===== config.mk =====
export PLATFORM = sky130hd
export DESIGN_NAME = lowspeed_ctrl
export DESIGN_NICKNAME = d
export VERILOG_FILES = /design/src/common/lowspeed_pkg.sv /design/src/design/lowspeed_ctrl.sv
export SDC_FILE = /design/constraint.sdc
export NUM_CORES = 1
export LEC_CHECK = 0
export BUFFER_PORTS_ARGS = -buffer_cell sky130_fd_sc_hd__clkbuf_2
export CAP_MARGIN = 5
export CORE_ASPECT_RATIO = 1.1
export CORE_UTILIZATION = 63
export CTS_BUF_LIST = sky130_fd_sc_hd__clkbuf_8
export DETAILED_ROUTE_END_ITERATION = 12
export GPL_ROUTABILITY_DRIVEN = 0
export PLACE_DENSITY = 0.89
export SYNTH_ARGS = -nofsm -noshare
export SYNTH_HDL_FRONTEND = slang
export SYNTH_SLANG_ARGS = --single-unit

===== constraint.sdc =====
create_clock -name clk_sys -period 3 [get_ports clk_sys]
set_input_delay 0 -clock clk_sys [delete_from_list [all_inputs] [get_ports clk_sys]]
set_output_delay 0 -clock clk_sys [all_outputs]
set_load 0.01 [all_outputs]

===== src/common/lowspeed_pkg.sv =====
// shared constants and types for the low-speed control block
package lowspeed_pkg;

   // timing, clock period in ps
   localparam int CLK_PERIOD_PS = 8000;
   localparam int RESET_MIN_NS  = 1000;
   localparam int RESET_MIN_CYC = (RESET_MIN_NS * 1000 + CLK_PERIOD_PS - 1) / CLK_PERIOD_PS;
   localparam int INIT_TIME_NS  = 2000;
   localparam int INIT_CYC      = (INIT_TIME_NS * 1000 + CLK_PERIOD_PS - 1) / CLK_PERIOD_PS;
   localparam int CNT_W         = 8;

   // serial bus address
   localparam logic [6:0] DEV_ADDR = 7'h50;

   // register indices
   localparam logic [1:0] REG_STATUS  = 2'h0;
   localparam logic [1:0] REG_FLAGS   = 2'h1;
   localparam logic [1:0] REG_CONTROL = 2'h2;
   localparam logic [1:0] REG_IDENT   = 2'h3;

   // field positions and reset values
   localparam int STAT_DNR_BIT = 0;
   localparam int STAT_LPM_BIT = 1;
   localparam int CTRL_LPM_BIT = 0;
   localparam logic [7:0] CONTROL_RESET = 8'h00;
   // arbitrary identification value
   localparam logic [7:0] IDENT_VALUE   = 8'h5A;

   typedef struct packed
   {
      logic fault;
      logic init_done;
   } event_flags_t;

   typedef enum logic [0:0]
   {
      INIT_RUN   = 1'b0,
      INIT_READY = 1'b1
   } init_state_t;

   typedef enum logic [2:0]
   {
      BUS_IDLE     = 3'b000,
      BUS_ADDR     = 3'b001,
      BUS_ADDR_ACK = 3'b010,
      BUS_WR_BYTE  = 3'b011,
      BUS_WR_ACK   = 3'b100,
      BUS_RD_BYTE  = 3'b101,
      BUS_RD_ACK   = 3'b110
   } bus_state_t;

endpackage : lowspeed_pkg


===== src/design/lowspeed_ctrl.sv =====
// low-speed control pins and 2-wire serial slave of a pluggable module
`timescale 1ns/1ps

module lowspeed_ctrl
(
   // clock and reset
   input  wire logic clk_sys,
   input  wire logic reset,
   // host control pins
   input  wire logic module_select_n,
   input  wire logic module_reset_n,
   input  wire logic low_power_select,
   // 2-wire serial bus
   input  wire logic scl_in,
   input  wire logic sda_in,
   output logic      sda_out,
   output logic      sda_oe,
   // open-drain status pins
   output logic      presence_detect_n_out,
   output logic      presence_detect_n_oe,
   output logic      attention_irq_n_out,
   output logic      attention_irq_n_oe,
   // module internals
   input  wire logic fault_event,
   output logic      power_cap,
   output logic      data_not_ready
);

   ////////////////////////////////////////////////////////////////////////////////
   // initialization sequencer

   localparam logic [lowspeed_pkg::CNT_W-1:0] HOLD_MAX =
      lowspeed_pkg::CNT_W'(lowspeed_pkg::RESET_MIN_CYC);
   localparam logic [lowspeed_pkg::CNT_W-1:0] INIT_LAST =
      lowspeed_pkg::CNT_W'(lowspeed_pkg::INIT_CYC - 1);

   lowspeed_pkg::init_state_t          init_state_reg, init_state_next;
   logic [lowspeed_pkg::CNT_W-1:0]     init_cnt_reg, init_cnt_next;
   logic [lowspeed_pkg::CNT_W-1:0]     hold_cnt_reg, hold_cnt_next;
   logic                               soft_rst;
   logic                               held;
   logic                               init_done_evt;

   always_comb
   begin
      init_state_next = init_state_reg;
      init_cnt_next   = init_cnt_reg;
      hold_cnt_next   = hold_cnt_reg;
      if (module_reset_n)
         hold_cnt_next = 8'h00;
      else if (hold_cnt_reg != HOLD_MAX)
         hold_cnt_next = hold_cnt_reg + 8'h01;
      // short pulses never reach the trigger
      soft_rst      = !module_reset_n && (hold_cnt_reg == HOLD_MAX - 8'h01);
      held          = (hold_cnt_reg == HOLD_MAX);
      // a module reset landing on the last count must not be swallowed by completion
      init_done_evt = (init_state_reg == lowspeed_pkg::INIT_RUN) && !held && !soft_rst
                      && (init_cnt_reg == INIT_LAST);
      unique case (init_state_reg)
         lowspeed_pkg::INIT_RUN:
         begin
            if (held)
               init_cnt_next = 8'h00;
            else if (init_done_evt)
            begin
               init_state_next = lowspeed_pkg::INIT_READY;
               init_cnt_next   = 8'h00;
            end
            else
               init_cnt_next = init_cnt_reg + 8'h01;
         end
         lowspeed_pkg::INIT_READY:
         begin
            if (soft_rst)
            begin
               init_state_next = lowspeed_pkg::INIT_RUN;
               init_cnt_next   = 8'h00;
            end
         end
      endcase
   end

   always_ff @(posedge clk_sys)
   begin
      if (reset)
      begin
         // power-up starts in the run state so completion is posted unaided
         init_state_reg <= lowspeed_pkg::INIT_RUN;
         init_cnt_reg   <= 8'h00;
         hold_cnt_reg   <= 8'h00;
      end
      else
      begin
         init_state_reg <= init_state_next;
         init_cnt_reg   <= init_cnt_next;
         hold_cnt_reg   <= hold_cnt_next;
      end
   end

   // host must not trust status while this is set
   assign data_not_ready = (init_state_reg == lowspeed_pkg::INIT_RUN);

   ////////////////////////////////////////////////////////////////////////////////
   // serial slave, register map and pins

   lowspeed_pkg::bus_state_t  bus_state_reg, bus_state_next;
   lowspeed_pkg::event_flags_t flags_reg, flags_next, clr_mask;
   logic [3:0]  bit_cnt_reg, bit_cnt_next;
   logic [7:0]  shreg_reg, shreg_next;
   logic [7:0]  ctrl_reg, ctrl_next;
   logic [1:0]  ptr_reg, ptr_next;
   logic        have_ptr_reg, have_ptr_next;
   logic        is_read_reg, is_read_next;
   logic        sda_oe_reg, sda_oe_next;
   logic        scl_q_reg, sda_q_reg;
   logic        power_cap_reg, irq_oe_reg;
   logic        scl_rise, scl_fall, start_cond, stop_cond;
   logic        rd_load;
   logic [7:0]  rd_byte;

   function automatic logic [7:0] reg_read
   (
      input logic [1:0]                 idx,
      input lowspeed_pkg::event_flags_t flags,
      input logic [7:0]                 ctrl,
      input logic                       dnr,
      input logic                       cap
   );
      logic [7:0] val;
      val = 8'h00;
      unique case (idx)
         lowspeed_pkg::REG_STATUS:
         begin
            val[lowspeed_pkg::STAT_DNR_BIT] = dnr;
            val[lowspeed_pkg::STAT_LPM_BIT] = cap;
         end
         lowspeed_pkg::REG_FLAGS:   val = {6'h00, flags};
         lowspeed_pkg::REG_CONTROL: val = ctrl;
         lowspeed_pkg::REG_IDENT:   val = lowspeed_pkg::IDENT_VALUE;
      endcase
      return val;
   endfunction : reg_read

   always_comb
   begin
      bus_state_next = bus_state_reg;
      bit_cnt_next   = bit_cnt_reg;
      shreg_next     = shreg_reg;
      ctrl_next      = ctrl_reg;
      ptr_next       = ptr_reg;
      have_ptr_next  = have_ptr_reg;
      is_read_next   = is_read_reg;
      sda_oe_next    = sda_oe_reg;
      rd_load        = 1'b0;
      rd_byte        = reg_read(ptr_reg, flags_reg, ctrl_reg, data_not_ready, power_cap_reg);
      scl_rise       = scl_in && !scl_q_reg;
      scl_fall       = !scl_in && scl_q_reg;
      start_cond     = scl_in && scl_q_reg && sda_q_reg && !sda_in;
      stop_cond      = scl_in && scl_q_reg && !sda_q_reg && sda_in;
      if (soft_rst || module_select_n)
      begin
         // deselected or reset: release the bus and drop any transfer
         bus_state_next = lowspeed_pkg::BUS_IDLE;
         sda_oe_next    = 1'b0;
         if (soft_rst)
         begin
            ctrl_next = lowspeed_pkg::CONTROL_RESET;
            ptr_next  = 2'h0;
         end
      end
      else if (start_cond)
      begin
         bus_state_next = lowspeed_pkg::BUS_ADDR;
         bit_cnt_next   = 4'h0;
         sda_oe_next    = 1'b0;
      end
      else if (stop_cond)
      begin
         bus_state_next = lowspeed_pkg::BUS_IDLE;
         sda_oe_next    = 1'b0;
      end
      else
      begin
         unique case (bus_state_reg)
            lowspeed_pkg::BUS_IDLE: ;
            lowspeed_pkg::BUS_ADDR, lowspeed_pkg::BUS_WR_BYTE:
            begin
               if (scl_rise)
               begin
                  shreg_next   = {shreg_reg[6:0], sda_in};
                  bit_cnt_next = bit_cnt_reg + 4'h1;
               end
               else if (scl_fall && bit_cnt_reg == 4'h8)
               begin
                  bit_cnt_next = 4'h0;
                  if (bus_state_reg == lowspeed_pkg::BUS_WR_BYTE)
                  begin
                     bus_state_next = lowspeed_pkg::BUS_WR_ACK;
                     sda_oe_next    = 1'b1;
                     have_ptr_next  = 1'b1;
                     if (!have_ptr_reg)
                        ptr_next = shreg_reg[1:0];
                     else
                     begin
                        if (ptr_reg == lowspeed_pkg::REG_CONTROL)
                           ctrl_next = shreg_reg;
                        ptr_next = ptr_reg + 2'h1;
                     end
                  end
                  else if (shreg_reg[7:1] == lowspeed_pkg::DEV_ADDR)
                  begin
                     bus_state_next = lowspeed_pkg::BUS_ADDR_ACK;
                     is_read_next   = shreg_reg[0];
                     sda_oe_next    = 1'b1;
                  end
                  else
                     bus_state_next = lowspeed_pkg::BUS_IDLE;
               end
            end
            lowspeed_pkg::BUS_ADDR_ACK, lowspeed_pkg::BUS_WR_ACK, lowspeed_pkg::BUS_RD_ACK:
            begin
               if (scl_rise && bus_state_reg == lowspeed_pkg::BUS_RD_ACK)
               begin
                  if (sda_in)
                     bus_state_next = lowspeed_pkg::BUS_IDLE;
                  else
                     bit_cnt_next = 4'h1;
               end
               else if (scl_fall)
               begin
                  sda_oe_next  = 1'b0;
                  bit_cnt_next = 4'h0;
                  if (bus_state_reg == lowspeed_pkg::BUS_ADDR_ACK && !is_read_reg)
                  begin
                     bus_state_next = lowspeed_pkg::BUS_WR_BYTE;
                     have_ptr_next  = 1'b0;
                  end
                  else if (bus_state_reg == lowspeed_pkg::BUS_WR_ACK)
                     bus_state_next = lowspeed_pkg::BUS_WR_BYTE;
                  else if (bus_state_reg == lowspeed_pkg::BUS_ADDR_ACK
                           || bit_cnt_reg == 4'h1)
                  begin
                     bus_state_next = lowspeed_pkg::BUS_RD_BYTE;
                     rd_load        = 1'b1;
                     shreg_next     = rd_byte;
                     sda_oe_next    = !rd_byte[7];
                     ptr_next       = ptr_reg + 2'h1;
                  end
               end
            end
            lowspeed_pkg::BUS_RD_BYTE:
            begin
               if (scl_fall)
               begin
                  if (bit_cnt_reg == 4'h7)
                  begin
                     bus_state_next = lowspeed_pkg::BUS_RD_ACK;
                     sda_oe_next    = 1'b0;
                     bit_cnt_next   = 4'h0;
                  end
                  else
                  begin
                     shreg_next   = {shreg_reg[6:0], 1'b0};
                     sda_oe_next  = !shreg_reg[6];
                     bit_cnt_next = bit_cnt_reg + 4'h1;
                  end
               end
            end
            default: bus_state_next = lowspeed_pkg::BUS_IDLE;
         endcase
      end
      // reading the flags clears only what was read; a new event still sets
      clr_mask   = (rd_load && ptr_reg == lowspeed_pkg::REG_FLAGS) ? flags_reg : 2'b00;
      flags_next = soft_rst ? 2'b00 : (flags_reg & ~clr_mask);
      flags_next.init_done = flags_next.init_done | init_done_evt;
      flags_next.fault     = flags_next.fault | fault_event;
   end

   always_ff @(posedge clk_sys)
   begin
      if (reset)
      begin
         bus_state_reg <= lowspeed_pkg::BUS_IDLE;
         bit_cnt_reg   <= 4'h0;
         shreg_reg     <= 8'h00;
         ctrl_reg      <= lowspeed_pkg::CONTROL_RESET;
         ptr_reg       <= 2'h0;
         have_ptr_reg  <= 1'b0;
         is_read_reg   <= 1'b0;
         sda_oe_reg    <= 1'b0;
         scl_q_reg     <= 1'b1;
         sda_q_reg     <= 1'b1;
         flags_reg     <= 2'b00;
         power_cap_reg <= 1'b1;
         irq_oe_reg    <= 1'b0;
      end
      else
      begin
         bus_state_reg <= bus_state_next;
         bit_cnt_reg   <= bit_cnt_next;
         shreg_reg     <= shreg_next;
         ctrl_reg      <= ctrl_next;
         ptr_reg       <= ptr_next;
         have_ptr_reg  <= have_ptr_next;
         is_read_reg   <= is_read_next;
         sda_oe_reg    <= sda_oe_next;
         scl_q_reg     <= scl_in;
         sda_q_reg     <= sda_in;
         flags_reg     <= flags_next;
         power_cap_reg <= low_power_select | ctrl_reg[lowspeed_pkg::CTRL_LPM_BIT];
         irq_oe_reg    <= |flags_reg;
      end
   end

   assign sda_out               = 1'b0;
   assign sda_oe                = sda_oe_reg;
   assign power_cap             = power_cap_reg;
   assign presence_detect_n_out = 1'b0;
   assign presence_detect_n_oe  = 1'b1;
   assign attention_irq_n_out   = 1'b0;
   assign attention_irq_n_oe    = irq_oe_reg;
endmodule : lowspeed_ctrl


==> metrics.md <==
| Metric | Value |
|---|---|
| Run status | complete, no violations |
| Synth Instances | roughly 380 |
| Starting density of the core | approximately two thirds |
| Critical Path RT | ~3.2 ns |
| Vias in the first global route | 2,618 |
| Initial antenna violation count | 0 |
| Hold-fix buffers at CTS | 2 |
| IO buf count | 11 |
| Crit path launch type | register |
| # rows | 26 |
| Via count | between 2,000 and 3,000 |
| Power density over the cells | around 380 mW/mm^2 |
| Worst min-delay path category | primary input to register |
| Max_slew headroom | 51.1% |
| Aggregate routed wire length | roughly 7500 um |
| Pwr Total | ~1200 uW |
| Slew Viols, Final | 0 |
| Clk Latency, worst-skew pair | 0.31 ns |
| Endpoint class of the critical path | register |
| Post-CTS Repair Setup Buffers | 0 |
| Seq/Total Area, Yosys | ~33% |
| Total Neg Setup Slack | 0 ns |
| Post-route ant nets | 0 |
| Crit path time final | ~2.6 ns |
| Syn avg cell area | 8.21 sq um |
| CTS HTree Levels | 2 |
| Netlist Area Pre-Place | 0.00308 sq mm |
| Warnings, synthesis | 0 |
| Dominant synthesized flop cell | dfxtp_1 |
| Ports | 16 |
| Num Clock Sinks | 51 |
| Highest-count cells in the layout ignoring fill and taps | dfxtp_1, a21oi_1, nor2_1 |
| Vias per inst | just under 7 |
| Asr flop ratio synth | 0% |
| Area grow syn2layout | 5.52% |
| Area leader, netlist | dfxtp_1 |
| GRT Util Overall | between 30% and 40% |
| Final nets | between 300 and 400 |
| Gr ovfl total | 0 |
| Leak pwr | 0.00125 uW |
| Die ar. | 0.00517 sq mm |
| Global-route wire length before repair | around 12,000 um |
| Die Span Y | about 75 um |
| DRC violations left | 0 |
| Core Region | ~0.0047 sq mm |
| Maximum clock rate | ~0.39 GHz |
| Fin. Hold Viols | 0 |
| Flops & latches, synth | about 50 |
| Post-synth EDFFs | 0 |
| Post-CTS sizing | 0 |
| Peak VDD IR | 0.000310 V |
| Max Used Layer | met4 |
| Initial DRC Count | roughly 300 |
| Die Wd | approximately 69 um |
| Endpoints failing setup | 0 |
| Root Driver | clkbuf_8 |
| WHS | between 0.03 and 0.04 ns |
| Router iterations before antenna repair | 5 |
| CTS tree | done |
| Distinct cells, synth | ~60 |
| CP Max Fanout | 5 |
| RSZ-0062 raised after global routing | false |
| Fin Clk Skew | 0.0139 ns |
| M1 WL | 3170 um |
| Ant diodes | 0 |
| Share of the synthesized area in the top cell type | between 30% and 40% |
| CTS Buf Count | 5 |
| MaxCap Viol Count | 0 |
| CTS Buffer Depth | 2 |
| Worst-Margin Slew | around 0.73 ns |
| Layout cells sized above 1 | 9.04% |
| DPL Wire Length | about 5200 um |
| Met2 wire length | between 3000 and 4000 um |
| Main area contributors after synthesis | dfxtp_1, a21oi_1, ha_1 |
| Largest net degree at the start of global routing | 35 |
| DR WL/cell | ~17 um |
| Commonest non-fill, non-tap cell in the layout | dfxtp_1 |
| Fraction of the cycle the final worst path needs | 85.5% |
| CP Class | register to register |
| Worst Path Arrival | 2.81 ns |
| Clock-pin transition on the worst setup and hold timing paths | approximately 0.1 ns |
| Metal3 WL | 469 um |
synth_stat cells (2+ instances only):
| cell | number |
|---|---|
| a311oi_1 | 4 |
| a2111oi_0 | 3 |
| nand4_1 | 3 |
| nand4b_1 | 2 |
| nand2_1 | 18 |
| ha_1 | 12 |
| dfxtp_1 | 51 |
| o21ai_0 | 14 |
| xnor2_1 | 5 |
| nand3_1 | 11 |
| xor2_1 | 3 |
| buf_4 | 4 |
| a21oi_1 | 40 |
| nor2_1 | 29 |
| nor4b_1 | 4 |
| a31o_2 | 4 |
| o31ai_1 | 3 |
| o2bb2ai_1 | 2 |
| a32o_1 | 2 |
| or2_2 | 3 |
| o22ai_1 | 3 |
| or4_1 | 4 |
| conb_1 | 2 |
| nand3b_1 | 4 |
| nand2b_1 | 7 |
| a211oi_1 | 10 |
| o2111ai_1 | 3 |
| a221oi_1 | 4 |
| o31a_1 | 2 |
| a21o_1 | 4 |
| nor2b_1 | 10 |
| a2bb2oi_1 | 2 |
| buf_1 | 3 |
| inv_1 | 16 |
| and3_1 | 6 |
| mux2i_1 | 13 |
| and4b_1 | 4 |
| clkbuf_1 | 19 |
| nor3_1 | 12 |
| nor4_1 | 4 |
| a21boi_0 | 3 |
| nor3b_1 | 2 |
| and4_1 | 3 |
worst max-delay path, stage by stage (launching register included):
cell	delay, ns
dfxtp_1	0.43
ha_1	0.22
or3b_1	0.39
o32a_1	0.34
or4_4	0.50
or4_1	0.47
a21oi_1	0.14
power breakdown:
group          leakage, uW  switching (uW)  total (uW)  internal [uW]
clock            0.0000557             219         427            208
combinational     0.000777            69.5         112           42.7
sequential        0.000413            13.9         701            687
path summary, 6_finish.rpt:
kind / start / end / slack, ns / cells past startpoint
max reg2reg: bit_cnt_reg[0] / ptr_reg[0] / 0.43 / 6
max: bit_cnt_reg[0] / ptr_reg[0] / 0.43 / 6
min: scl_in / scl_q_reg / 0.03 / 2
min reg2reg: ctrl_reg[0] / power_cap / 0.49 / 1
layer usage:
layer  GRT usage [%]  vias to the layer above
met2            49.8                      134
met4            12.7                        0
met1            41.1                     1377
met5               0                        -
li1                -                     1391
met3            5.69                       26
stage by stage:
stage	util [%]	std cells	setup slack (ns)	instance area, sq um
2_1_floorplan	-	377	0.636	3090
3_3_place_gp	66.8	422	0.572	3130
3_5_place_dp	66.8	422	0.486	3130
4_1_cts	69.4	432	0.449	3250
5_1_grt	69.4	432	0.360	3250
6_report	69.4	432	0.435	3250
logic make-up after synthesis:
group,synth area share (%)
compound gates,25.0
buf+inv,5.61
fa+ha+maj,4.87
other cells,0.244
simple gates,24.7
xor+xnor,2.27
flops,33.1
mux,4.22
final cells by class:
class                           count  area, sq um
Sequential cell                    51         1020
Clock inverter                      1         3.75
Multi-Input combinational cell    284         1890
Inverter                           16         60.1
Clock buffer                        7         96.3
Fill cell                         374         1430
Tap cell                           56         70.1
Timing Repair Buffer               17          105
(Power assumes the default switching activity.)
